## src/include/dopc_pkg.sv

```systemverilog
// Purpose: Shared constants for the pulse output channel.
// Assumes: 200 MHz mclk, 32-bit classic Wishbone register access.
// Notes:   Offsets are byte addresses of aligned words.
`default_nettype none
package dopc_pkg;
  // ==========================================================
  // Timing
  localparam int CLK_PERIOD_NS   = 5;
  localparam int TICK_PERIOD_NS  = 100_000_000;               // 100 ms unit
  localparam int TICK_CYCLES_DEF = TICK_PERIOD_NS / CLK_PERIOD_NS;
  // ==========================================================
  // Register offsets
  localparam logic [7:0] OFS_CTRL  = 8'h00;
  localparam logic [7:0] OFS_CMD   = 8'h04;
  localparam logic [7:0] OFS_COUNT = 8'h08;
  localparam logic [7:0] OFS_INACT = 8'h0C;
  localparam logic [7:0] OFS_ACT   = 8'h10;
  localparam logic [7:0] OFS_DELAY = 8'h14;
  localparam logic [7:0] OFS_STAT  = 8'h18;
  // ==========================================================
  // Control, command and status field positions
  localparam int CTL_ENABLE   = 0;
  localparam int CTL_TYPE_LO  = 1;
  localparam int CTL_HAND_LO  = 3;
  localparam int CTL_PMODE    = 5;
  localparam int CTL_FAIL_LO  = 6;
  localparam int CTL_RELAY    = 8;
  localparam int CMD_ACT      = 0;
  localparam int CMD_DEACT    = 1;
  localparam int STAT_STATE_LO = 8;
  localparam int STAT_LEFT_LO  = 16;
  // ==========================================================
  // Encodings
  localparam logic [1:0] TYPE_SINK   = 2'h0;
  localparam logic [1:0] TYPE_SOURCE = 2'h1;
  localparam logic [1:0] TYPE_BOTH   = 2'h2;
  localparam logic [1:0] HAND_MANUAL = 2'h0;
  localparam logic [1:0] HAND_PULSE  = 2'h1;
  localparam logic [1:0] HAND_I2A    = 2'h2;
  localparam logic [1:0] HAND_A2I    = 2'h3;
  localparam logic [1:0] FAIL_NONE   = 2'h0;
  localparam logic [1:0] FAIL_ACT    = 2'h1;
  localparam logic [1:0] FAIL_DEACT  = 2'h2;
  // ==========================================================
  // Reset values
  localparam logic [8:0]  CTRL_RST  = 9'h000;  // Disabled, sink, manual, continuous
  localparam logic [15:0] COUNT_RST = 16'h0001;
  localparam logic [13:0] WIDTH_RST = 14'h0001;
  // ==========================================================
  // Sequencer states
  typedef enum logic [5:0] {
    ST_IDLE   = 6'b00_0001,
    ST_PREON  = 6'b00_0010,
    ST_TIMED  = 6'b00_0100,
    ST_PACT   = 6'b00_1000,
    ST_PINACT = 6'b01_0000,
    ST_DWAIT  = 6'b10_0000
  } dopc_state_t;
endpackage : dopc_pkg
`default_nettype wire

```

## src/rtl/dopc_tick.sv

```systemverilog
// Purpose: Timebase that pulses once per unit period.
// Assumes: Restart realigns the period to the restart cycle.
// Notes:   Tick output is registered, one cycle wide.
`default_nettype none
module dopc_tick #(
  parameter int TICK_CYCLES = dopc_pkg::TICK_CYCLES_DEF
) (
  input  wire logic mclk,
  input  wire logic reset,
  input  wire logic ce,
  input  wire logic restart,
  output logic      tick
);
  import dopc_pkg::*;
  localparam int CW = $clog2(TICK_CYCLES + 1);
  localparam logic [CW-1:0] LAST = CW'(TICK_CYCLES - 1);

  logic [CW-1:0] cnt;
  logic [CW-1:0] next_cnt;
  logic          next_tick;

  // ==========================================================
  // Divider
  always_comb begin
    next_cnt  = cnt;
    next_tick = 1'b0;
    if (restart) begin
      next_cnt = '0;
    end else if (cnt == LAST) begin
      next_cnt  = '0;
      next_tick = 1'b1;
    end else begin
      next_cnt = cnt + CW'(1);
    end
  end

  always_ff @(posedge mclk or posedge reset) begin
    if (reset) begin
      cnt  <= '0;
      tick <= 1'b0;
    end else if (ce) begin
      cnt  <= next_cnt;
      tick <= next_tick;
    end
  end
endmodule : dopc_tick
`default_nettype wire

```

## src/rtl/dopc_channel.sv

```systemverilog
// Purpose: One digital output / relay channel with manual, pulse,
//          delay and failsafe handling, registers on Wishbone.
// Assumes: failsafe_fire is a one-cycle pulse from an outside timer.
// Notes:   Widths and delays count whole 100 ms ticks.
//
// Overview of operation
// - Sink type grounds line when active only
// - Source type drives supply when active only
// - Sink-and-source grounds inactive, drives active
// - Line driven only when output enabled
// - Manual mode follows activate/deactivate commands
// - Pulse mode alternates phases after activate
// - Inactive-to-active: hold inactive, then activate
// - Active-to-inactive: activate, then drop after delay
// - Continuous pulse repeats until commanded otherwise
// - Counted pulse makes exactly configured cycles, one for a zero count
// - Inactive phase lasts configured width
// - Active phase lasts configured width
// - Deactivate executes after configured delay
// - Failsafe fire applies configured action
// - Action none leaves output unchanged
// - Action forces output active or inactive
// - Relay mode switches, no type selection
`default_nettype none
module dopc_channel
  import dopc_pkg::*;
#(
  parameter int TICK_CYCLES = dopc_pkg::TICK_CYCLES_DEF,
  parameter int WIDTH_W     = 14,
  parameter int COUNT_W     = 16
) (
  input  wire logic        mclk,
  input  wire logic        reset,
  input  wire logic        ce,
  input  wire logic        wb_cyc_i,
  input  wire logic        wb_stb_i,
  input  wire logic        wb_we_i,
  input  wire logic [7:0]  wb_adr_i,
  input  wire logic [3:0]  wb_sel_i,
  input  wire logic [31:0] wb_dat_i,
  output logic [31:0]      wb_dat_o,
  output logic             wb_ack_o,
  input  wire logic        failsafe_fire,
  output logic             line_out,
  output logic             line_oe,
  output logic             relay_on
);
  import dopc_pkg::*;

  // ==========================================================
  // Register file
  logic [8:0]         ctrl;
  logic [COUNT_W-1:0] count_cfg;
  logic [WIDTH_W-1:0] inact_w;
  logic [WIDTH_W-1:0] act_w;
  logic [WIDTH_W-1:0] delay_w;
  logic [8:0]         next_ctrl;
  logic [COUNT_W-1:0] next_count_cfg;
  logic [WIDTH_W-1:0] next_inact_w;
  logic [WIDTH_W-1:0] next_act_w;
  logic [WIDTH_W-1:0] next_delay_w;
  logic [31:0]        next_dat_o;
  logic               next_ack;
  logic               wr_en;
  logic               cmd_act;
  logic               cmd_deact;
  logic [31:0]        wmask;
  logic [31:0]        rd_data;

  // Sequencer
  dopc_state_t        state;
  dopc_state_t        next_state;
  logic [WIDTH_W-1:0] timer;
  logic [WIDTH_W-1:0] next_timer;
  logic [COUNT_W-1:0] left;
  logic [COUNT_W-1:0] next_left;
  logic               active;
  logic               next_active;
  logic               tick;
  logic               restart;
  logic               expire;
  logic               next_line_out;
  logic               next_line_oe;
  logic               next_relay_on;

  wire logic       enable = ctrl[CTL_ENABLE];
  wire logic [1:0] otype  = ctrl[CTL_TYPE_LO +: 2];
  wire logic [1:0] hand   = ctrl[CTL_HAND_LO +: 2];
  wire logic       counted = ctrl[CTL_PMODE];
  wire logic [1:0] fail   = ctrl[CTL_FAIL_LO +: 2];
  wire logic       relay  = ctrl[CTL_RELAY];

  // A zero width would wrap and expire only after 16384 ticks, so it is served as one unit
  function automatic logic [WIDTH_W-1:0] min1(input logic [WIDTH_W-1:0] v);
    min1 = (v == '0) ? WIDTH_W'(1) : v;
  endfunction : min1

  // ==========================================================
  // Wishbone slave: one wait state, ack drops after one cycle
  always_comb begin
    wr_en     = wb_cyc_i && wb_stb_i && wb_we_i && !wb_ack_o;
    next_ack  = wb_cyc_i && wb_stb_i && !wb_ack_o;
    wmask     = {{8{wb_sel_i[3]}}, {8{wb_sel_i[2]}}, {8{wb_sel_i[1]}}, {8{wb_sel_i[0]}}};
    cmd_act   = wr_en && (wb_adr_i == OFS_CMD) && wb_sel_i[0] && wb_dat_i[CMD_ACT];
    cmd_deact = wr_en && (wb_adr_i == OFS_CMD) && wb_sel_i[0] && wb_dat_i[CMD_DEACT];
    next_ctrl      = ctrl;
    next_count_cfg = count_cfg;
    next_inact_w   = inact_w;
    next_act_w     = act_w;
    next_delay_w   = delay_w;
    if (wr_en) begin
      case (wb_adr_i)
        OFS_CTRL:  next_ctrl = 9'((ctrl & ~wmask[8:0]) | (wb_dat_i[8:0] & wmask[8:0]));
        OFS_COUNT: next_count_cfg = COUNT_W'((count_cfg & ~wmask[COUNT_W-1:0])
                                    | (wb_dat_i[COUNT_W-1:0] & wmask[COUNT_W-1:0]));
        OFS_INACT: next_inact_w = WIDTH_W'((inact_w & ~wmask[WIDTH_W-1:0])
                                  | (wb_dat_i[WIDTH_W-1:0] & wmask[WIDTH_W-1:0]));
        OFS_ACT:   next_act_w = WIDTH_W'((act_w & ~wmask[WIDTH_W-1:0])
                                | (wb_dat_i[WIDTH_W-1:0] & wmask[WIDTH_W-1:0]));
        OFS_DELAY: next_delay_w = WIDTH_W'((delay_w & ~wmask[WIDTH_W-1:0])
                                  | (wb_dat_i[WIDTH_W-1:0] & wmask[WIDTH_W-1:0]));
        default: ;
      endcase
    end
    // Read mux; unmapped and command offsets read as zero
    rd_data = 32'h0000_0000;
    case (wb_adr_i)
      OFS_CTRL:  rd_data[8:0] = ctrl;
      OFS_COUNT: rd_data[COUNT_W-1:0] = count_cfg;
      OFS_INACT: rd_data[WIDTH_W-1:0] = inact_w;
      OFS_ACT:   rd_data[WIDTH_W-1:0] = act_w;
      OFS_DELAY: rd_data[WIDTH_W-1:0] = delay_w;
      OFS_STAT: begin
        rd_data[0] = active;
        rd_data[STAT_STATE_LO +: 6] = state;
        rd_data[STAT_LEFT_LO +: COUNT_W] = left;
      end
      default: ;
    endcase
    next_dat_o = (next_ack && !wb_we_i) ? rd_data : 32'h0000_0000;
  end

  always_ff @(posedge mclk or posedge reset) begin
    if (reset) begin
      ctrl      <= CTRL_RST;
      count_cfg <= COUNT_RST;
      inact_w   <= WIDTH_RST;
      act_w     <= WIDTH_RST;
      delay_w   <= WIDTH_RST;
      wb_ack_o  <= 1'b0;
      wb_dat_o  <= 32'h0000_0000;
    end else if (ce) begin
      ctrl      <= next_ctrl;
      count_cfg <= next_count_cfg;
      inact_w   <= next_inact_w;
      act_w     <= next_act_w;
      delay_w   <= next_delay_w;
      wb_ack_o  <= next_ack;
      wb_dat_o  <= next_dat_o;
    end
  end

  // ==========================================================
  // Timebase, realigned by each command so phases start exact
  assign restart = cmd_act || cmd_deact;

  dopc_tick #(
    .TICK_CYCLES(TICK_CYCLES)
  ) u_tick (
    .mclk   (mclk),
    .reset  (reset),
    .ce     (ce),
    .restart(restart),
    .tick   (tick)
  );

  // ==========================================================
  // Sequencer: failsafe outranks a command in the same cycle
  always_comb begin
    next_state  = state;
    next_timer  = timer;
    next_left   = left;
    next_active = active;
    expire      = tick && (timer == WIDTH_W'(1));
    if (failsafe_fire && fail != FAIL_NONE) begin
      next_state  = ST_IDLE;
      next_active = (fail == FAIL_ACT);
    end else if (cmd_deact) begin
      next_state = ST_DWAIT;
      next_timer = min1(delay_w);
    end else if (cmd_act) begin
      case (hand)
        HAND_MANUAL: begin
          next_state  = ST_IDLE;
          next_active = 1'b1;
        end
        HAND_PULSE: begin
          next_state  = ST_PACT;
          next_active = 1'b1;
          next_timer  = min1(act_w);
          next_left   = (count_cfg == '0) ? COUNT_W'(1) : count_cfg;
        end
        HAND_I2A: begin
          next_state  = ST_PREON;
          next_active = 1'b0;
          next_timer  = min1(delay_w);
        end
        default: begin
          next_state  = ST_TIMED;
          next_active = 1'b1;
          next_timer  = min1(delay_w);
        end
      endcase
    end else if (tick) begin
      next_timer = timer - WIDTH_W'(1);
      case (state)
        ST_PREON: if (expire) begin
          next_state  = ST_IDLE;
          next_active = 1'b1;
        end
        ST_TIMED: if (expire) begin
          next_state  = ST_IDLE;
          next_active = 1'b0;
        end
        ST_PACT: if (expire) begin
          next_state  = ST_PINACT;
          next_active = 1'b0;
          next_timer  = min1(inact_w);
        end
        ST_PINACT: if (expire) begin
          if (counted && left == COUNT_W'(1)) begin
            next_state = ST_IDLE;
            next_left  = '0;
          end else begin
            next_state  = ST_PACT;
            next_active = 1'b1;
            next_timer  = min1(act_w);
            if (counted) begin
              next_left = left - COUNT_W'(1);
            end
          end
        end
        ST_DWAIT: if (expire) begin
          next_state  = ST_IDLE;
          next_active = 1'b0;
        end
        default: begin
          next_timer = timer;
        end
      endcase
    end
  end

  // ==========================================================
  // Pin drive from the next level, so pins track state exactly
  always_comb begin
    next_relay_on = relay && enable && next_active;
    next_line_out = 1'b0;
    next_line_oe  = 1'b0;
    if (enable && !relay) begin
      case (otype)
        TYPE_SOURCE: begin
          next_line_out = 1'b1;
          next_line_oe  = next_active;
        end
        TYPE_BOTH: begin
          next_line_out = next_active;
          next_line_oe  = 1'b1;
        end
        default: begin
          next_line_out = 1'b0;
          next_line_oe  = next_active;
        end
      endcase
    end
  end

  // Sequencer and pin registers
  always_ff @(posedge mclk or posedge reset) begin
    if (reset) begin
      state    <= ST_IDLE;
      timer    <= '0;
      left     <= '0;
      active   <= 1'b0;
      line_out <= 1'b0;
      line_oe  <= 1'b0;
      relay_on <= 1'b0;
    end else if (ce) begin
      state    <= next_state;
      timer    <= next_timer;
      left     <= next_left;
      active   <= next_active;
      line_out <= next_line_out;
      line_oe  <= next_line_oe;
      relay_on <= next_relay_on;
    end
  end
endmodule : dopc_channel
`default_nettype wire

```

## config.mk

```make
export PLATFORM = sky130hd
export DESIGN_NAME = dopc_channel
export DESIGN_NICKNAME = d
export VERILOG_FILES = /design/src/include/dopc_pkg.sv /design/src/rtl/dopc_tick.sv /design/src/rtl/dopc_channel.sv
export SDC_FILE = /design/constraint.sdc
export NUM_CORES = 1
export LEC_CHECK = 0
export ABC_CLOCK_PERIOD_IN_PS = 8500
export BUFFER_PORTS_ARGS = -buffer_cell sky130_fd_sc_hd__buf_2
export CAP_MARGIN = 30
export CORE_MARGIN = 4
export CORE_UTILIZATION = 50
export CTS_BUF_LIST = sky130_fd_sc_hd__clkbuf_8 sky130_fd_sc_hd__clkbuf_16
export DETAILED_ROUTE_END_ITERATION = 16
export PLACE_DENSITY = 0.69
export SLEW_MARGIN = 10
export SYNTH_ARGS = -nofsm -noshare
export SYNTH_HDL_FRONTEND = slang
export SYNTH_SLANG_ARGS = --single-unit
export TNS_END_PERCENT = 50
```

## constraint.sdc

```tcl
create_clock -name mclk -period 8.5 [get_ports mclk]
set_input_delay 2.55 -clock mclk [delete_from_list [all_inputs] [get_ports mclk]]
set_output_delay 2.55 -clock mclk [all_outputs]
set_load 0.1 [all_outputs]
```

## Word level (Yosys, flattened, before mapping)

Cells that the tools add are included.

| word-level totals | value |
|---|---|
| output and inout bits | 36 |
| bits in registers | 166 |

| operators by class | value |
|---|---|
| reductions and logical operators | 44 |
| bitwise operators | 18 |
| add/sub/neg operators | 3 |
| multiplexer cells | 54 |
| eq/ne operators | 24 |

Operators with widths:

| operator | number |
|---|---|
| 16-bit 2-to-1 mux | 9 |
| 14-bit 2-to-1 mux | 9 |
| 14-bit AND | 4 |
| 25-bit 2-to-1 mux | 2 |
| 14-bit zero test | 3 |
| 6-bit 2-to-1 mux | 7 |
| 14-bit OR | 3 |
| 14-bit one-hot mux with 3 select lines | 1 |
| 7-bit one-hot mux with 5 select lines | 1 |
| 16-bit AND | 2 |
| 32-bit 2-to-1 mux | 1 |
| 14-bit one-hot mux with 2 select lines | 1 |
| 25-bit by 1-bit adder with 25-bit output, second input constant | 1 |
| 25-bit equality test, second input constant | 1 |
| 5-bit one-hot mux with 5 select lines | 1 |
| 8-bit by 5-bit equality test with 1-bit output, second input constant | 3 |
| 9-bit AND | 2 |
| 6-bit one-hot mux with 3 select lines | 1 |
| 16-bit by 1-bit equality test with 1-bit output, second input constant | 1 |
| 8-bit by 4-bit equality test with 1-bit output, second input constant | 2 |
| 16-bit zero test | 1 |
| 16-bit inverter | 1 |
| 16-bit OR | 1 |
| 16-bit by 1-bit subtractor with 16-bit output, second input constant | 1 |
| 40 further kinds | 84 |

## Logic depth before layout (Yosys ltp)

Gate-level depths: netlist of run 1.

| logic depth | value |
|---|---|
| depth in word-level cells | 11 |
| mapped depth | 11 |

## Hierarchy

From an unflattened synthesis of run 1, not the netlist that was laid out.

| unflattened totals | value |
|---|---|
| cell total of the unflattened synthesis | 955 |
| area, all modules | 9591.7 um^2 |

Modules (own cells, without submodules):

| module | instances | seq. area each (um^2) | area each (um^2) | cells an instance |
|---|---|---|---|---|
| dopc_channel | 1 | 3509.6 | 8003.9 | 777 |
| dopc_tick | 1 | 650.6 | 1587.8 | 178 |

## Worst setup path after synthesis of run 1

Ideal clock, no wire load.

| path | value |
|---|---|
| path kind | input port to flip-flop |
| from | in wb_adr_i[5] |
| to | reg timer[13] |
| path slack | 4177 ps |
| library setup time | 147 ps |
| data arrival time | 4175 ps |
| path buffers | 1 |
| cell stages on the path | 8 |
| path through | nor4_4 -> nand4_4 -> or2_0 -> buf_2 -> a211o_1 -> or3_1 -> o21ai_0 -> a211oi_1 |

| on the way | value |
|---|---|
| word-level cells in the longest chain between the ends | 6 |
| elaborated cells between the ends (all ways) | 11 |

Ends and longest elaborated chain:

| item | line | RTL |
|---|---|---|
| start, declared | dopc_channel.sv:38 | `input wire logic [7:0] wb_adr_i,` |
| 8-bit by 3-bit equality test with 1-bit output (*) | dopc_channel.sv:104, dopc_channel.sv:105 |  |
| 1-bit logical AND (*) (2 in series) | dopc_channel.sv:104, dopc_channel.sv:105 |  |
| 1-bit logical AND (on tied branches) | dopc_channel.sv:104, dopc_channel.sv:105 |  |
| 3-bit != test (no line) (tied with other cells) | n/a |  |
| 5-bit AND reduction (no line) or 14-bit 2-to-1 mux (tied branches) | n/a |  |
| end signal, assigned | dopc_channel.sv:290 | `timer <= next_timer;` |
| end, declared | dopc_channel.sv:73 | `logic [WIDTH_W-1:0] timer;` |

Every way passes the cells marked *; elsewhere a longest branch is shown, timed or not.
A chain may end at the register's enable or synchronous reset.

==> flow_summary.ini, run 1 <==
[global_route]
grtUsageTotal_pct = 26.4
grt_pass1_vias = 7400
antenna_found_initial = 0
grt_pass1_wl_um = 41800
grt_max_degree = 92
grt_overflow_total = 0

[clock_network]
clockBufferDepth = 2
hold_buffers = 0
post_cts_buffers = 0
cts_resized = 0
cts-root-buf = clkbuf_16
cts.clk_slew.worst_paths_ps = 70
clock_latency_ps = 440
tritoncts = built
cts_sinks = 166
h-tree-depth = 4
numCtsBuffers = 17

[worst_hold_path]
hold_depth = 2
min_to = wb_dat_o[19]
hp-class = flip-flop to flip-flop
min_from = wb_dat_o[19]

[placement]
io_buffers = 68
place_congestion = 0.949
post-place-ws_ps = 3330
hpwl_um = 19300

[sta]
worst_slew_pin_slew_ps = 927
period_share_pct = 56.8
rsz0062_at_grt = false
report.final.slew_viol_count = 0
fin_crit_ps = 4830
max_freq_mhz = 207
hold_viol = 0
layout_setup_ws_ps = 3670
max_slew_margin_pct = 37.7
finClkSkew_ps = 15.5
setup_viol = 0
finalSetupTns_ps = 0

[floorplanning]
die_h_um = 143
start_util_pct = 50.8
die_area_um2 = 20400
coreArea_um2 = 17900
ioPinCount = 87
dieWidth_um = 143
num_rows = 49

[status]
outcome = finished, final reports clean

[routing]
remaining_drc_errors = 0
dr.pass1.iters = 6
routed_wl_um = 26600
drt.antenna.violating_nets = 0
vias_per_cell = 6.34
vias = 7807
wl_per_cell_um = 21.6
drt_first_iter_violations = 833

[critical_path]
cp-start-kind = primary input
worstPathRequired_ps = 8830
cp.arrival_ps = 5150
critPathKind = primary input to flip-flop
path_cells = buf_2 > nor2_1 > nor4b_1 > and4b_1 > nand2_1 > mux2_2
r2r_end = left[0]
cpPeakStageDelay_ps = 770
r2r_slack_ps = 5470
worstRegToRegCells = 5
slowest_stage = and4b_1
cp-end-kind = flip-flop
critPathMaxFanout = 16

[pwr]
p_leak_uw = 0.00457
cellPowerDensity_nw_per_um2 = 172
vdd_drop_max_uv = 144

[logic_synthesis]
synth-seq-cells = 166
ys.flop_type = dfrtp_1
yosysWarnings = 0
syn_nets = 1000
synth_cells = 942
netlist_area_um2 = 9100
async_flop_share_pct = 100
synth_edf_count = 0
yosysSeqAreaShare_pct = 45.7
post_synth_num_cell_types = 82
syn_area_per_cell_um2 = 9.66

[finish]
diodes = 0
nFillCells = 1605
regArea_um2 = 4160
syn2layout_area_growth_pct = 11.8
multi_input_area_um2 = 4520
layout.nets = 1048
drive_gt1_share_pct = 20.9

[flow_run]
maxCapViolations = 0
==> Yosys cell counts (all sizes together), types with 3 or more instances <==
cell type / count / share of area (%)
nor2b: 3 / 0.21
a221oi: 9 / 0.87
and3: 13 / 0.89
o2bb2ai: 5 / 0.55
o22ai: 10 / 0.69
and2: 12 / 0.85
nand2: 90 / 3.7
or4: 3 / 0.25
a21boi: 3 / 0.25
mux2: 70 / 8.7
a211oi: 7 / 0.63
dfrtp: 161 / 44
mux2i: 5 / 0.55
buf: 22 / 1.5
nor2: 76 / 3.2
a222oi: 13 / 1.4
nor3b: 4 / 0.38
and4: 3 / 0.29
a21oi: 32 / 1.8
a22oi: 18 / 1.5
nor4b: 10 / 1.0
a211o: 6 / 0.58
nand2b: 5 / 0.34
o21ai: 91 / 5.0
dfstp: 5 / 1.4
ha: 7 / 0.96
or3: 8 / 0.60
xor2: 19 / 1.8
and4b: 4 / 0.44
a31oi: 4 / 0.27
o211ai: 4 / 0.33
a21o: 3 / 0.25
inv: 50 / 2.1
o31ai: 5 / 0.52
or2: 3 / 0.21
a22o: 8 / 0.77
nand3: 26 / 1.4
nor4: 26 / 2.1
nor3: 23 / 1.6
clkbuf: 26 / 1.1
xnor2: 10 / 0.96
nand4: 17 / 1.4
==> metrics by stage <==
step | hold slack [ps] | area (µm²) | std cells | utilization [%] | power [µW]
final | 514 | 10200 | 1232 | 56.8 | 1750
after floorplan | 468 | 9100 | 942 | - | 940
after global placement | 491 | 9550 | 1198 | 53.3 | 981
after global routing | 534 | 10200 | 1232 | 56.8 | 1810
after detailed placement | 500 | 9560 | 1199 | 53.4 | 985
after CTS | 522 | 10100 | 1231 | 56.7 | 1760
==> routing by layer <==
metal	vias to the layer above	part of all wire, %	GRT usage (%)
met5	-	0	0
met4	0	2.8	9.00
met3	56	8.6	5.99
met2	360	46	40.5
met1	3841	43	37.2
li1	3550	-	-
==> cell usage in the layout (no fill, tap or decap), drive strengths merged, types with 6 or more instances in the layout <==
cell	netlist	layout
a211o	6	6
ha	7	7
a222oi	13	13
dfrtp	161	161
nand2	90	90
buf	22	77
and3	13	13
nor2	76	76
nor4	26	26
a211oi	7	7
a21oi	32	32
a221oi	9	9
o22ai	10	10
a22o	8	8
xor2	19	19
or3	8	8
nand4	17	17
nor3	23	23
a22oi	18	18
nand3	26	26
nor4b	10	10
inv	50	58
clkbuf	26	17
and2	12	12
o21ai	91	91
mux2	70	70
xnor2	10	10
==> cell type report <==
type / count / share of cell area (%)
multi-input combinational: 678 / 44.4
tap: 229 / 2.82
sequential: 166 / 40.9
inverter: 50 / 1.89
clock buffer: 17 / 4.18
clock inverter: 15 / 1.59
timing repair buffer: 77 / 4.24
==> worst max-delay path by stage <==
stage / startpoint / end / slack (ps) / cells after the start
after global routing: wb_adr_i[7] / flip-flop / 3590 / 6
after CTS: wb_adr_i[7] / flip-flop / 3780 / 6
after floorplan: reset / async pin / 1470 / 1
after detailed placement: wb_adr_i[7] / flip-flop / 3330 / 6
final: wb_adr_i[7] / flip-flop / 3670 / 6
after global placement: wb_adr_i[4] / u_tick.cnt[23] / 3350 / 8
==> cells by family after synthesis <==
family / count (synthesis) / synth area share (%)
AOI/OAI and AO/OA: 229 / 16.6
xor gates and xnor gates: 29 / 2.79
adders and majority gates: 7 / 0.962
buffers and inverters: 98 / 4.65
DFF: 166 / 45.7
muxes: 75 / 9.21
and+or+nand+nor: 338 / 20.0
==> critical path, delay by kind of cell <==
kind | cells | cell delay (ps)
simple gates | 4 | 2120
buf+inv | 1 | 90
mux | 1 | 390
==> report_power, final <==
group | total, µW | switching (µW) | leakage (µW) | internal [µW]
Clock | 778 | 362 | 0.000272 | 416
Combinational | 126 | 77.9 | 0.00206 | 48.3
Sequential | 846 | 33.1 | 0.00224 | 813
No activity file was read; power rests on OpenSTA's default activity.
==> inputs of run 2 (changes only) <==
--- a/config.mk
+++ b/config.mk
@@ -5,7 +5,8 @@
 export SDC_FILE = /design/constraint.sdc
 export NUM_CORES = 1
 export LEC_CHECK = 0
-export ABC_CLOCK_PERIOD_IN_PS = 8500
+export ABC_AREA = 1
+export ABC_CLOCK_PERIOD_IN_PS = 4500
 export BUFFER_PORTS_ARGS = -buffer_cell sky130_fd_sc_hd__buf_2
 export CAP_MARGIN = 30
 export CORE_MARGIN = 4
==> constraint.sdc (replaced) <==
create_clock -name mclk -period 4.5 [get_ports mclk]
set_input_delay 1.35 -clock mclk [delete_from_list [all_inputs] [get_ports mclk]]
set_output_delay 1.35 -clock mclk [all_outputs]
set_load 0.1 [all_outputs]
==> flow_summary.ini, run 2 <==
[routing]
dr.pass1.iters = 7
vias_per_cell = 5.70
drt_first_iter_violations = 1046
routed_wl_um = 28900
vias = 8660
remaining_drc_errors = 0
drt.antenna.violating_nets = 0
wl_per_cell_um = 19.0

[pwr]
sw_frac_of_total_pct = 27.0
vdd_drop_max_uv = 432
power.share.clock_pct = 46.5
p_seq_share_pct = 46.9
power.switching_uw = 910
combPwrFrac_pct = 6.7
cellPowerDensity_nw_per_um2 = 326
p_leak_uw = 0.00496
total_power_uw = 3370
p_int_uw = 2460

[placement]
io_buffers = 68
place_congestion = 1.03
place_inst = 1486
hpwl_um = 21800

[logic_synthesis]
yosys.area_share.simple_pct = 25.8
yosysSeqAreaShare_pct = 45.5
post_synth_num_cell_types = 47
synth_xor_area_share_pct = 3.25
synth-seq-cells = 166
async_flop_share_pct = 100
yosysWarnings = 0
yosysTopAreaCell = dfrtp_1
synth_edf_count = 0
muxShareOfSynthArea_pct = 0.109
synthAdderAreaFrac_pct = 0.957
synth_cells = 1210
ys_top_cells_by_count = nand2_1 (276), dfrtp_1 (161), inv_1 (158), o21ai_0 (138), nor2_1 (119)
synth_top_family_by_area = simple AND/OR/NAND/NOR gates
synth.most_common_cell = nand2_1
ys.flop_type = dfrtp_1
netlist_area_um2 = 9150
synth-compound-area-share_pct = 16.0
syn_area_per_cell_um2 = 7.56
syn_nets = 1268
synthTopCellsByArea = dfrtp_1 (44%), nand2_1 (11%), o21ai_0 (7.5%), inv_1 (6.5%), nor2_1 (4.9%)
synth_top_area_share_pct = 44.0

[sta]
finClkSkew_ps = 13.3
setup_viol = 0
hold_viol = 0
max_freq_mhz = 327
period_share_pct = 67.9
max_slew_margin_pct = 38.9
report.final.slew_viol_count = 0
rsz0062_at_grt = false
fin_crit_ps = 3050
worst_slew_pin_slew_ps = 916
finalSetupTns_ps = 0

[floorplanning]
die_area_um2 = 20500
coreArea_um2 = 18000
num_rows = 49
start_util_pct = 51.0
dieWidth_um = 143
die_h_um = 143
ioPinCount = 87

[clock_network]
cts_sinks = 166
clock_latency_ps = 440
hold_buffers = 0
numCtsBuffers = 17
cts_resized = 0
cts.clk_slew.worst_paths_ps = 80
h-tree-depth = 4
cts-root-buf = clkbuf_16
clockBufferDepth = 2
tritoncts = built
post_cts_buffers = 0

[critical_path]
cp.arrival_ps = 3410
cp-start-kind = primary input
cp-end-kind = flip-flop
worstPathRequired_ps = 4860
critPathMaxFanout = 16
critPathKind = primary input to flip-flop

[global_route]
grt_pass1_vias = 8007
antenna_found_initial = 1
grt_pass1_wl_um = 45000
grt_overflow_total = 0
grt_max_degree = 167
grtUsageTotal_pct = 28.7

[status]
outcome = finished, final reports clean

[finish]
syn2layout_area_growth_pct = 13.1
layout_commonest_cell = nand2_1
stdcell_count = 1518
multi_input_area_um2 = 4230
drive_gt1_share_pct = 11.9
diodes = 0
layout.nets = 1334
final_cell_mix = nand2_1 (276), dfrtp_1 (161), inv_1 (157)
nFillCells = 1688
utilization_pct = 57.6
regArea_um2 = 4160

[worst_hold_path]
hp-class = flip-flop to flip-flop

[flow_run]
maxCapViolations = 0
-- run 2: routing by layer --
layer / GRT usage [%] / share of wire, %
met5: 0 / 0.066
met1: 40.6 / 43
met3: 8.59 / 11
met4: 9.51 / 3.2
met2: 42.5 / 43
-- run 2: critical path, cell delays in order --
cell and delay, ps:
buf_2 100, nor2_1 160, inv_1 90, nor3_1 290, nand2_1 250, inv_1 400
nand3_1 460, o21ai_0 300
-- run 2: power groups by stage --
| stage | clock network [µW] | logic [µW] | registers, µW |
|---|---|---|---|
| global route | 1650 | 260 | 1590 |
| CTS | 1570 | 226 | 1580 |
| global placement | 0 | 220 | 1610 |
| finish | 1570 | 225 | 1580 |
| floorplan | 0 | 153 | 1600 |
| detailed placement | 0 | 225 | 1610 |
-- run 2: worst paths after layout --
| path | start | end | slack, ps | cells past startpoint |
|---|---|---|---|---|
| max | wb_adr_i[1] | flip-flop | 1450 | 8 |
| min | wb_dat_o[18] | wb_dat_o[18] | 480 | 2 |
| max reg2reg | wb_ack_o | timer[12] | 2060 | 13 |
| min reg2reg | wb_dat_o[18] | wb_dat_o[18] | 480 | 2 |
| max in group asynchronous | reset | async pin | 2660 | 3 |
| min in group asynchronous | reset | wb_dat_o[20] | 1160 | 3 |
-- run 2: per-stage QoR --
step           worst slack [ps]  area, µm²  hold slack [ps]
2_1_floorplan              1040       9160              453
3_3_place_gp               1070       9730              460
3_5_place_dp               1030       9730              468
4_1_cts                    1490      10400              486
5_1_grt                    1230      10400              499
6_report                   1450      10400              478
-- run 2: logic make-up after synthesis --
kind of cell	count (synthesis)
xor+xnor	34
buf+inv	199
mux	1
simple gates	543
flops	166
compound gates	260
fa+ha+maj	7
-- run 2: area by class of cell --
class                      count  area share, %
timing repair buffer          76           3.99
tap                          229           2.77
clock buffer                  17           4.11
multi-input combinational    845           40.8
sequential                   166           40.2
clock inverter                15           1.93
inverter                     170           6.20
